--- config.mk ---
export PLATFORM = sky130hd
export DESIGN_NAME = itr_target_core
export DESIGN_NICKNAME = d
export VERILOG_FILES = /design/src/rtl/itr_pkg.sv /design/src/rtl/itr_reg_mem.sv /design/src/rtl/itr_target_core.sv
export SDC_FILE = /design/constraint.sdc
export NUM_CORES = 2
export LEC_CHECK = 0
export ABC_AREA = 1
export BUFFER_PORTS_ARGS = -buffer_cell sky130_fd_sc_hd__buf_2
export CAP_MARGIN = 20
export CORE_ASPECT_RATIO = 1.5
export CORE_MARGIN = 5
export CORE_UTILIZATION = 43
export DETAILED_ROUTE_END_ITERATION = 16
export GPL_TIMING_DRIVEN = 0
export PLACE_DENSITY = 0.61
export SYNTH_ARGS = -nofsm -noshare
export SYNTH_HDL_FRONTEND = slang
export SYNTH_SLANG_ARGS = --single-unit
--- constraint.sdc ---
create_clock -name clock -period 3.65 [get_ports clock]
set_input_delay 0.365 -clock clock [delete_from_list [all_inputs] [get_ports clock]]
set_output_delay 0.365 -clock clock [all_outputs]
set_load 0.01 [all_outputs]
--- src/rtl/itr_pkg.sv ---
// Package: register map, field layout, reset values and shared types of the bus target block
// Notes on behaviour
// - Target address lives in ID register bits 7:1, loaded from the strap after reset.
// - With second port enabled, its default address is strap address plus one.
// - Port view select makes port fields read and write the second port's copy.
// - ID bit 0 clear answers the strap address; set answers the programmed address.
// - Writing 1 to reset bit 1 resets all logic and registers, then self-clears; here the fairness pointer and status outputs are reset by srst only.
// - Writing 1 to reset bit 0 resets logic, keeps registers, then self-clears.
// - Logic-only reset reloads every strap-defaulted register with its strapped value.
// - Logic-only reset also restores offsets 0x18-0x1A and 0x48-0x55 to defaults.
// - Simultaneous local and remote register accesses are arbitrated without corruption.
// - A master losing arbitration releases the data line and retries when idle; here a losing request is held off with busy until granted.
package itr_pkg;

    // ==========================================================
    // Register offsets
    localparam logic [7:0] ADDR_TARGET_ID   = 8'h00;
    localparam logic [7:0] ADDR_RESET_CTRL  = 8'h01;
    localparam logic [7:0] ADDR_PORT_CTRL   = 8'h02;
    localparam logic [7:0] ADDR_MAILBOX_LO  = 8'h18;
    localparam logic [7:0] ADDR_MAILBOX_HI  = 8'h1a;
    localparam logic [7:0] ADDR_BANK_LO     = 8'h48;
    localparam logic [7:0] ADDR_BANK_HI     = 8'h55;

    // ==========================================================
    // Field positions
    localparam int BIT_ID_SELECT     = 0;
    localparam int BIT_LOGIC_RESET   = 0;
    localparam int BIT_FULL_RESET    = 1;
    localparam int BIT_PORT_VIEW_SEL = 0;
    localparam int BIT_PORT2_ENABLE  = 1;

    // ==========================================================
    // Reset values and timing
    localparam logic [7:0] RST_RESET_CTRL = 8'h00;
    localparam logic [7:0] RST_PORT_CTRL  = 8'h00;
    localparam logic [7:0] RST_GENERAL    = 8'h00;
    localparam int         RESET_PULSE_CYCLES = 4;

    // ==========================================================
    // Shared types
    typedef struct packed {
        logic       valid;
        logic       write;
        logic [7:0] addr;
        logic [7:0] wdata;
    } itr_req_t;

    typedef struct packed {
        logic       valid;
        logic [7:0] rdata;
    } itr_rsp_t;

    typedef enum logic [1:0] {
        ST_RUN       = 2'b00,
        ST_LOGIC_RST = 2'b01,
        ST_FULL_RST  = 2'b10
    } itr_state_t;

endpackage : itr_pkg

--- src/rtl/itr_reg_mem.sv ---
// Memory: small general register array with registered read data and bulk default restore
module itr_reg_mem #(
    parameter int DEPTH = 256
) (
    input  wire logic       clock,
    input  wire logic       writeEn,
    input  wire logic [7:0] writeAddr,
    input  wire logic [7:0] writeData,
    input  wire logic [7:0] readAddr,
    input  wire logic       restoreAll,
    input  wire logic       restoreWindows,
    output      logic [7:0] readData
);
    import itr_pkg::*;

    initial begin
        if (DEPTH != 256) $error("itr_reg_mem: depth must be 256");
    end

    logic [7:0] mem [DEPTH];

    // ==========================================================
    // Storage; restore terms win over a write in the same cycle
    always_ff @(posedge clock) begin
        for (int i = 0; i < DEPTH; i++) begin
            if (restoreAll) begin
                mem[i] <= RST_GENERAL;
            end else if (restoreWindows && ((i >= ADDR_MAILBOX_LO && i <= ADDR_MAILBOX_HI) ||
                                            (i >= ADDR_BANK_LO && i <= ADDR_BANK_HI))) begin
                mem[i] <= RST_GENERAL;
            end else if (writeEn && writeAddr == 8'(i)) begin
                mem[i] <= writeData;
            end
        end
    end

    // Registered read port
    always_ff @(posedge clock) begin
        readData <= mem[readAddr];
    end

endmodule : itr_reg_mem

--- src/rtl/itr_target_core.sv ---
// Top: bus target address, digital reset controls and local/remote register arbitration
module itr_target_core #(
    parameter int PULSE_CYCLES = itr_pkg::RESET_PULSE_CYCLES
) (
    input  wire logic            clock,
    input  wire logic            srst,
    input  wire logic [6:0]      addressStrapInput,
    input  wire itr_pkg::itr_req_t localReq,
    input  wire itr_pkg::itr_req_t remoteReq,
    output      itr_pkg::itr_rsp_t localRsp,
    output      itr_pkg::itr_rsp_t remoteRsp,
    output      logic            localBusy,
    output      logic            remoteBusy,
    output      logic [6:0]      activeAddress,
    output      logic [6:0]      secondPortAddress,
    output      logic            secondPortBusEnable,
    output      logic            logicResetActive
);
    import itr_pkg::*;

    initial begin
        if (PULSE_CYCLES < 1 || PULSE_CYCLES > 255) $error("itr_target_core: bad pulse length");
    end

    // Address seen by a port when it follows the strap or its own register
    function automatic logic [6:0] pickAddr(input logic useReg, input logic [6:0] regAddr,
                                            input logic [6:0] strapAddr);
        pickAddr = useReg ? regAddr : strapAddr;
    endfunction : pickAddr

    // Strap value captured on each cycle that a reset is active; no asynchronous load of a port value
    logic [6:0] strap_reg;
    logic [6:0] id0_reg;
    logic [6:0] id1_reg;
    logic       sel0_reg;
    logic       sel1_reg;
    logic [7:0] portCtrl_reg;
    itr_state_t state_reg;
    itr_state_t state_next;
    logic [7:0] pulseCnt_reg;
    logic       lastGrantRemote_reg;
    logic       fullRst;
    logic       logicRst;

    // ==========================================================
    // Reset sequencer: one-shot pulses after a write of 1 to a reset bit
    assign fullRst  = srst || state_reg == ST_FULL_RST;
    assign logicRst = state_reg == ST_LOGIC_RST;

    // Arbitration: one access is taken per cycle, the other waits
    itr_req_t grantReq;
    logic     grantRemote;
    logic     grantValid;
    always_comb begin
        grantRemote = 1'b0;
        if (localReq.valid && remoteReq.valid) begin
            grantRemote = !lastGrantRemote_reg;
        end else if (remoteReq.valid) begin
            grantRemote = 1'b1;
        end
        grantValid = (localReq.valid || remoteReq.valid) && state_reg == ST_RUN;
        grantReq   = grantRemote ? remoteReq : localReq;
    end

    logic wrEn;
    logic rdEn;
    assign wrEn = grantValid && grantReq.write;
    assign rdEn = grantValid && !grantReq.write;

    // Next state of the reset sequencer
    always_comb begin
        state_next = state_reg;
        case (state_reg)
            ST_RUN: begin
                if (wrEn && grantReq.addr == ADDR_RESET_CTRL) begin
                    if (grantReq.wdata[BIT_FULL_RESET]) begin
                        state_next = ST_FULL_RST;
                    end else if (grantReq.wdata[BIT_LOGIC_RESET]) begin
                        state_next = ST_LOGIC_RST;
                    end
                end
            end
            ST_LOGIC_RST, ST_FULL_RST: begin
                if (pulseCnt_reg == 8'(PULSE_CYCLES - 1)) begin
                    state_next = ST_RUN;
                end
            end
            default: state_next = ST_RUN;
        endcase
    end

    always_ff @(posedge clock) begin
        if (srst) begin
            state_reg <= ST_RUN;
        end else begin
            state_reg <= state_next;
        end
    end

    // Pulse length counter
    always_ff @(posedge clock) begin
        if (srst || state_reg == ST_RUN) begin
            pulseCnt_reg <= 8'h00;
        end else begin
            pulseCnt_reg <= pulseCnt_reg + 8'h01;
        end
    end

    // ==========================================================
    // Strap capture at every full or logic-only reset
    always_ff @(posedge clock) begin
        if (fullRst || logicRst) begin
            strap_reg <= addressStrapInput;
        end
    end

    // Identification register copies for both ports
    always_ff @(posedge clock) begin
        if (fullRst || logicRst) begin
            id0_reg <= addressStrapInput;
            id1_reg <= addressStrapInput + 7'h01;
        end else if (wrEn && grantReq.addr == ADDR_TARGET_ID) begin
            if (portCtrl_reg[BIT_PORT_VIEW_SEL]) begin
                id1_reg <= grantReq.wdata[7:1];
            end else begin
                id0_reg <= grantReq.wdata[7:1];
            end
        end
    end

    // Address source select per port
    always_ff @(posedge clock) begin
        if (fullRst) begin
            sel0_reg <= 1'b0;
            sel1_reg <= 1'b0;
        end else if (wrEn && grantReq.addr == ADDR_TARGET_ID) begin
            if (portCtrl_reg[BIT_PORT_VIEW_SEL]) begin
                sel1_reg <= grantReq.wdata[BIT_ID_SELECT];
            end else begin
                sel0_reg <= grantReq.wdata[BIT_ID_SELECT];
            end
        end
    end

    // Port control: view select and second port enable, kept over a logic-only reset
    always_ff @(posedge clock) begin
        if (fullRst) begin
            portCtrl_reg <= RST_PORT_CTRL;
        end else if (wrEn && grantReq.addr == ADDR_PORT_CTRL) begin
            portCtrl_reg <= {6'h00, grantReq.wdata[BIT_PORT2_ENABLE], grantReq.wdata[BIT_PORT_VIEW_SEL]};
        end
    end

    // Fairness pointer toggles when both sources contend
    always_ff @(posedge clock) begin
        if (srst) begin
            lastGrantRemote_reg <= 1'b0;
        end else if (grantValid) begin
            lastGrantRemote_reg <= grantRemote;
        end
    end

    // ==========================================================
    // General register storage
    logic [7:0] memData;
    itr_reg_mem #(
        .DEPTH(256)
    ) u_mem (
        .clock         (clock),
        .writeEn       (wrEn && grantReq.addr > ADDR_PORT_CTRL),
        .writeAddr     (grantReq.addr),
        .writeData     (grantReq.wdata),
        .readAddr      (grantReq.addr),
        .restoreAll    (fullRst),
        .restoreWindows(logicRst),
        .readData      (memData)
    );

    // Read return path: local registers one cycle behind the grant
    logic       rdPend_reg;
    logic       rdRemote_reg;
    logic       rdMem_reg;
    logic [7:0] rdLocal_reg;
    always_ff @(posedge clock) begin
        if (fullRst) begin
            rdPend_reg   <= 1'b0;
            rdRemote_reg <= 1'b0;
            rdMem_reg    <= 1'b0;
            rdLocal_reg  <= 8'h00;
        end else begin
            rdPend_reg   <= rdEn;
            rdRemote_reg <= grantRemote;
            rdMem_reg    <= grantReq.addr > ADDR_PORT_CTRL;
            if (grantReq.addr == ADDR_TARGET_ID) begin
                rdLocal_reg <= portCtrl_reg[BIT_PORT_VIEW_SEL] ? {id1_reg, sel1_reg} : {id0_reg, sel0_reg};
            end else if (grantReq.addr == ADDR_RESET_CTRL) begin
                rdLocal_reg <= RST_RESET_CTRL;
            end else if (grantReq.addr == ADDR_PORT_CTRL) begin
                rdLocal_reg <= portCtrl_reg;
            end else begin
                rdLocal_reg <= 8'h00;
            end
        end
    end

    // Answers: writes and reads alike answered two cycles after the grant
    logic wrAckLocal;
    logic wrAckRemote;
    always_ff @(posedge clock) begin
        if (fullRst) begin
            localRsp    <= '0;
            remoteRsp   <= '0;
            wrAckLocal  <= 1'b0;
            wrAckRemote <= 1'b0;
        end else begin
            wrAckLocal  <= wrEn && !grantRemote;
            wrAckRemote <= wrEn && grantRemote;
            localRsp.valid  <= wrAckLocal || (rdPend_reg && !rdRemote_reg);
            remoteRsp.valid <= wrAckRemote || (rdPend_reg && rdRemote_reg);
            localRsp.rdata  <= (rdPend_reg && !rdRemote_reg) ? (rdMem_reg ? memData : rdLocal_reg) : 8'h00;
            remoteRsp.rdata <= (rdPend_reg && rdRemote_reg) ? (rdMem_reg ? memData : rdLocal_reg) : 8'h00;
        end
    end

    // ==========================================================
    // Status outputs, all registered
    always_ff @(posedge clock) begin
        if (srst) begin
            localBusy           <= 1'b0;
            remoteBusy          <= 1'b0;
            activeAddress       <= 7'h00;
            secondPortAddress   <= 7'h00;
            secondPortBusEnable <= 1'b0;
            logicResetActive    <= 1'b0;
        end else begin
            // Loser of a contended cycle is held off until granted; uses the state that gated the grant,
            // so a request that starts a reset pulse is not reported busy although it was taken
            localBusy           <= localReq.valid && (grantRemote || state_reg != ST_RUN);
            remoteBusy          <= remoteReq.valid && (!grantRemote || state_reg != ST_RUN);
            activeAddress       <= pickAddr(sel0_reg, id0_reg, strap_reg);
            secondPortAddress   <= pickAddr(sel1_reg, id1_reg, strap_reg + 7'h01);
            secondPortBusEnable <= portCtrl_reg[BIT_PORT2_ENABLE];
            logicResetActive    <= state_next != ST_RUN;
        end
    end

endmodule : itr_target_core

Word-level counts from Yosys, hierarchy flattened
Memories as Yosys holds them, arrays and structs flattened. A register that Yosys moved wholly into a read port is not among the register bits.
Cells that the tools add are included.
- register bits: 85
- bits in writable memories: 2048
- bits of input ports: 45
- output and inout bits: 36
- logic and storage cells: 1944
- memories kept: 1
- memory list (name ; depth ; width ; read ports ; clocked after memory_dff ; write ports ; line ; RTL):
    u_mem.mem ; 256 ; 8 ; 1 ; 1 ; 256 ; itr_reg_mem.sv:20 ; logic [7:0] mem [DEPTH];
- add/sub/neg operators: 3
- $lt $le $gt $ge: 1
- eq/ne operators: 259
- multiplexer cells: 1084
- bitwise gates (word level): 276
- reduce and logical (&&, ||, !) cells: 295
- operators with widths (operator ; number):
    $mux W8 ; 276
    $eq A8 B8 Y1 const B ; 128
    $mux W1 ; 792
    $eq A8 B7 Y1 const B ; 64
    $or A1 B1 Y1 ; 273
    $logic_and A1 B1 Y1 ; 270
    $eq A8 B6 Y1 const B ; 32
    $eq A8 B5 Y1 const B ; 16
    $eq A8 B4 Y1 const B ; 8
    $mux W7 ; 8
    $eq A8 B3 Y1 const B ; 4
    $eq A8 B2 Y1 const B ; 3
    $mux W17 ; 1
    $add A7 B1 Y7 const B ; 2
    $mux W2 ; 6
    $add A8 B1 Y8 const B ; 1
    $eq A8 B1 Y1 const B ; 1
    $gt A8 B2 Y1 const B ; 1
    $logic_not A8 Y1 ; 1
    $logic_or A1 B1 Y1 ; 8
    $reduce_and A2 Y1 ; 4
    $reduce_bool A2 Y1 ; 4
    $reduce_or A2 Y1 ; 3
    $logic_not A1 Y1 ; 4
    other kinds (6) ; 8

Logic depth before layout (Yosys ltp)
- depth in word-level cells: 11
- mapped depth: 20
- gate-level depth less buffers: 16

Cells and area by module
From an unflattened synthesis, not the netlist that was laid out.
- cell total of the unflattened synthesis: 10101
- area, all modules: 98086.6 um^2
- modules (own cells, without submodules) (module ; instances ; cells an instance ; area each (um^2) ; seq. area each (um^2)):
    itr_reg_mem ; 1 ; 9656 ; 94299.2 ; 61659.1
    itr_target_core ; 1 ; 445 ; 3787.4 ; 1911.8

Worst setup path after synthesis
No wires, ideal clock.
- kind: input-to-reg
- from: input port localReq[17] (netlist name)
- to: memory u_mem.mem[101][0] (enable)
- library setup time: 384 ps
- arrival: 2553 ps
- data required time: 3266 ps
- slack: 713 ps
- cell stages on the path: 13
- path buffers: 2
- cell sequence: nand2_1 nand2_4 buf_6 nand2_2 nand2_2 nor2_4 nor3_4 nor2_4 inv_2 nor2_2 buf_4 inv_2 o21ai_0
- RTL lines (what ; line ; RTL):
    from (decl) ; itr_target_core.sv:8 ; input wire itr_pkg::itr_req_t localReq,
    to (decl) ; itr_reg_mem.sv:20 ;

Final worst setup path
- from: register lastGrantRemote_reg
- to: register u_mem.readData[3] (read register of u_mem.mem)
- cells in the longest elaborated chain, start to end: 3
- RTL lines (what ; line ; RTL):
    from (decl) ; itr_target_core.sv:41 ; logic lastGrantRemote_reg;
    from (signal assigned) ; itr_target_core.sv:159 ; lastGrantRemote_reg <= grantRemote;
    $logic_not A1 Y1 ; itr_target_core.sv:57 ; grantRemote = !lastGrantRemote_reg;
    $mux W1 ; itr_target_core.sv:56 ; if (localReq.valid && remoteReq.valid) begin
    $mux W17 ; itr_target_core.sv:62 ; grantReq = grantRemote ? remoteReq : localReq;
    to (decl) ; itr_reg_mem.sv:12 ; output logic [7:0] readData
No other way between the ends.
A chain may end at the register's enable or synchronous reset.

==> results.md <==
- Pwr/cell area: 504 nW/µm²
- Post-synthesis register bit count: 2,141
- CTS Buffer Depth: 4
- Distinct cells, synth: 39
- Most flop-heavy register: u_mem.mem
- DIE AREA: 245,000 µm²
- Starting Density: 0.431
- # clock sinks: 2,141
- Via count of the first global-routing pass: 83,572
- Syn Inst Count: 11,531
- Yosys synthesis warning count: 0
- DRT Pass-1 Iters: 8
- Wirelength per Cell: 30.7 µm
- Placed cells: 14,878
- Crit. End Element: register
- F_max: 264 MHz
- CP max FO: 10
- Max FFs per register: 2,048
- Final Cycle Share: 1.04
- Die height: 604 µm
- Non-filler cells, final: 15,399
- CP arrival: 4.58 ns
- Num CTS Buffers: 215
- Hold Crit Class: in -> reg
- Worst-path clk slew: 0.07 ns
- Vias per inst: 5.67
- First-pass GRT wire length: 638,000 µm
- Register-to-register setup slack: -0.13 ns
- Final Max Slew Viols: 0
- Yosys top cell by area: edfxtp_1
- Slew headroom: 0.0470
- Antenna violations before repair: 38
- Largest regs: u_mem.mem: 2048 flops, localRsp: 9 flops, remoteRsp: 9 flops
- Gr ovfl total: 0
- Proportion of layout cells with a drive suffix above 1: 0.129
- Htree depth: 4
- Number of top-level pins: 81
- CP required: 4.44 ns
- Total GRT Usage: 0.379
- Max-cap viol count: 0
- Critical path type: reg -> reg
- PortBufs: 80
- Via Count: 87,245
- CP Launch Point: lastGrantRemote_reg$_SDFFE_PP0P_
- GPL Wtd Cong: 1.03
- Most frequent cell after synthesis: nand2_1
- Failing checks: negative setup slack
- Largest net degree at the start of global routing: 17
- Top cell type's share of synthesized area: 0.615
- Die Wd: 406 µm
- RSZ-0062 raised after global routing: true
- Syn Area/Cell: 8.77 µm²
- Root buffer cell: clkbuf_16
- Dominant cells by area after synthesis: edfxtp_1 (61%), nand2_1 (20%), nor2_1 (8.1%)
- Post-synth ARST share: 0
- CP Launch Type: register
- DR iter-0 viols: 10,969
- Status: complete, but fails checks
- Total Wirelength: 473,000 µm
- Slew of the pin with the lowest slew margin: 1.43 ns
- Hold Vio Cnt, Final: 0
- Post-Syn Area: 101,000 µm²
- FF-to-FF Start: lastGrantRemote_reg$_SDFFE_PP0P_
- Maximum vdd drop: 529 µV
- CTS tree: done
- Setup ws final: -0.135 ns
- Min-delay src: remoteReq[9]
- Area growth syn-to-layout: 16.8%
- Post-synth top flop: edfxtp_1
- Final setup fails: 224
- Hpwl dp: 355,000 µm
- Post-synthesis sequential area ratio: 0.629
- DRT antenna net count: 0
- Pleak: 51.5 nW
- Tot Pwr: 59.5 mW
- EDFF count, synth: 2,069
- Rows: 218
- Crit path time final: 3.78 ns
- Core region area: 235,000 µm²
- # nets final: 12,177
- Worst-Skew Late Latency: 0.93 ns
- Post-synth top cells: nand2_1 (5,297), nor2_1 (2,194), edfxtp_1 (2,069)
- Clk_skew: 0.0713 ns
- Drt drc: 0
[layout by cell type (no fill, tap or decap), types with 13 or more instances in the layout]
cell and instances:
a21oi_1 22, buf_1 32, buf_12 29, buf_16 17
buf_2 281, buf_4 171, buf_6 20, buf_8 40
bufinv_16 15, clkbuf_1 319, clkbuf_16 220, clkbuf_2 169
clkbuf_4 57, clkbuf_8 22, clkinv_1 45, clkinv_2 40
clkinvlp_4 24, conb_1 24, dfxtp_1 72, diode_2 29
dlygate4sd3_1 13, edfxtp_1 2069, inv_1 65, inv_2 28
mux2i_1 13, nand2_1 5237, nand2_2 56, nand2_4 14
nand3_1 391, nand3_2 98, nor2_1 2159, nor2_2 15
nor2_4 41, o21ai_0 123, o21ai_1 73, o21ai_2 110
o21ai_4 88
[stage by stage]
stage          hold WS, ns  setup TNS [ns]  utilization  cell area, µm²  setup WS (ns)
2_1_floorplan        0.404               0            -          101000          0.713
3_3_place_gp         0.431        -9043.57        0.449          105000          -4.52
3_5_place_dp         0.439        -5583.71        0.457          107000          -2.69
4_1_cts              0.146           -5.05        0.499          117000        -0.0818
5_1_grt              0.166           -1.11        0.503          118000        -0.0627
6_report             0.189           -8.17        0.503          118000         -0.135
[report_power, final]
group	total (mW)	switching, mW	internal, mW
Sequential	28.2	0.328	27.8
Combinational	9.17	7.28	1.89
Clock	22.2	10.0	12.1
[cells by family (layout without fill, tap and decap cells)]
family,after synthesis,in the layout,share of synthesized area
flip-flops,2141,2141,0.629
XOR/XNOR,9,9,0.000780
AND/OR/NAND/NOR,8041,8041,0.311
buffers and inverters,896,1632,0.0359
AO/OA/AOI/OAI,422,422,0.0212
multiplexers,14,14,0.00139
adder cells (fa/ha/maj),7,7,0.000867
other,1,53,0.0000371
[critical path: stages (launching register included)]
cell,delay (ns)
dfxtp_1,0.34
nand2_4,0.21
nand3_2,0.41
clkbuf_8,0.41
clkbuf_2,0.37
nand3_1,0.17
nand2_1,0.06
nand2_1,0.06
nand2_1,0.07
nand2_1,0.06
nand2_1,0.11
o21ai_1,0.36
nand2_1,0.28
nor2_4,0.31
nor2_1,0.07
nor2_1,0.18
nand2_1,0.07
[timing repair]
| item | in CTS | in global routing |
|---|---|---|
| endpoints found under the setup margin | 4085 | 1620 |
| pin swaps | 35 | 17 |
| resized for setup | 886 | 367 |
| hold endpoints to repair | 28 | 0 |
| buffers inserted | 83 | 10 |
| hold buffers | 13 | 0 |
[layer usage]
metal / routed length (µm) / vias to the layer above / part of all wire / global-route usage
met5: 21 / - / 0.000044 / 0
met4: 57800 / 4 / 0.12 / 0.365
met3: 50600 / 1722 / 0.11 / 0.109
met2: 216000 / 5323 / 0.46 / 0.604
met1: 149000 / 41852 / 0.31 / 0.399
li1: - / 38344 / - / -
[worst paths after layout]
kind         cells after the start                         end
min reg2reg                      1  pulseCnt_reg[0]$_SDFF_PP0_
max                             16   u_mem.readData[3]$_DFF_P_
min                              5        rdMem_reg$_SDFF_PN0_
max reg2reg                     16   u_mem.readData[3]$_DFF_P_
[cell type report]
type	count	area (µm²)
repair buffers	355	3250
well taps	3080	3850
diodes	29	72.6
inverters	117	528
fillers	22158	116000
plain buffers	778	4200
multi-input cells	8517	35900
clock buffers	262	5690
clock inverters	120	995
flip-flops and latches	2141	63600
No activity file was read; power rests on OpenSTA's default activity.
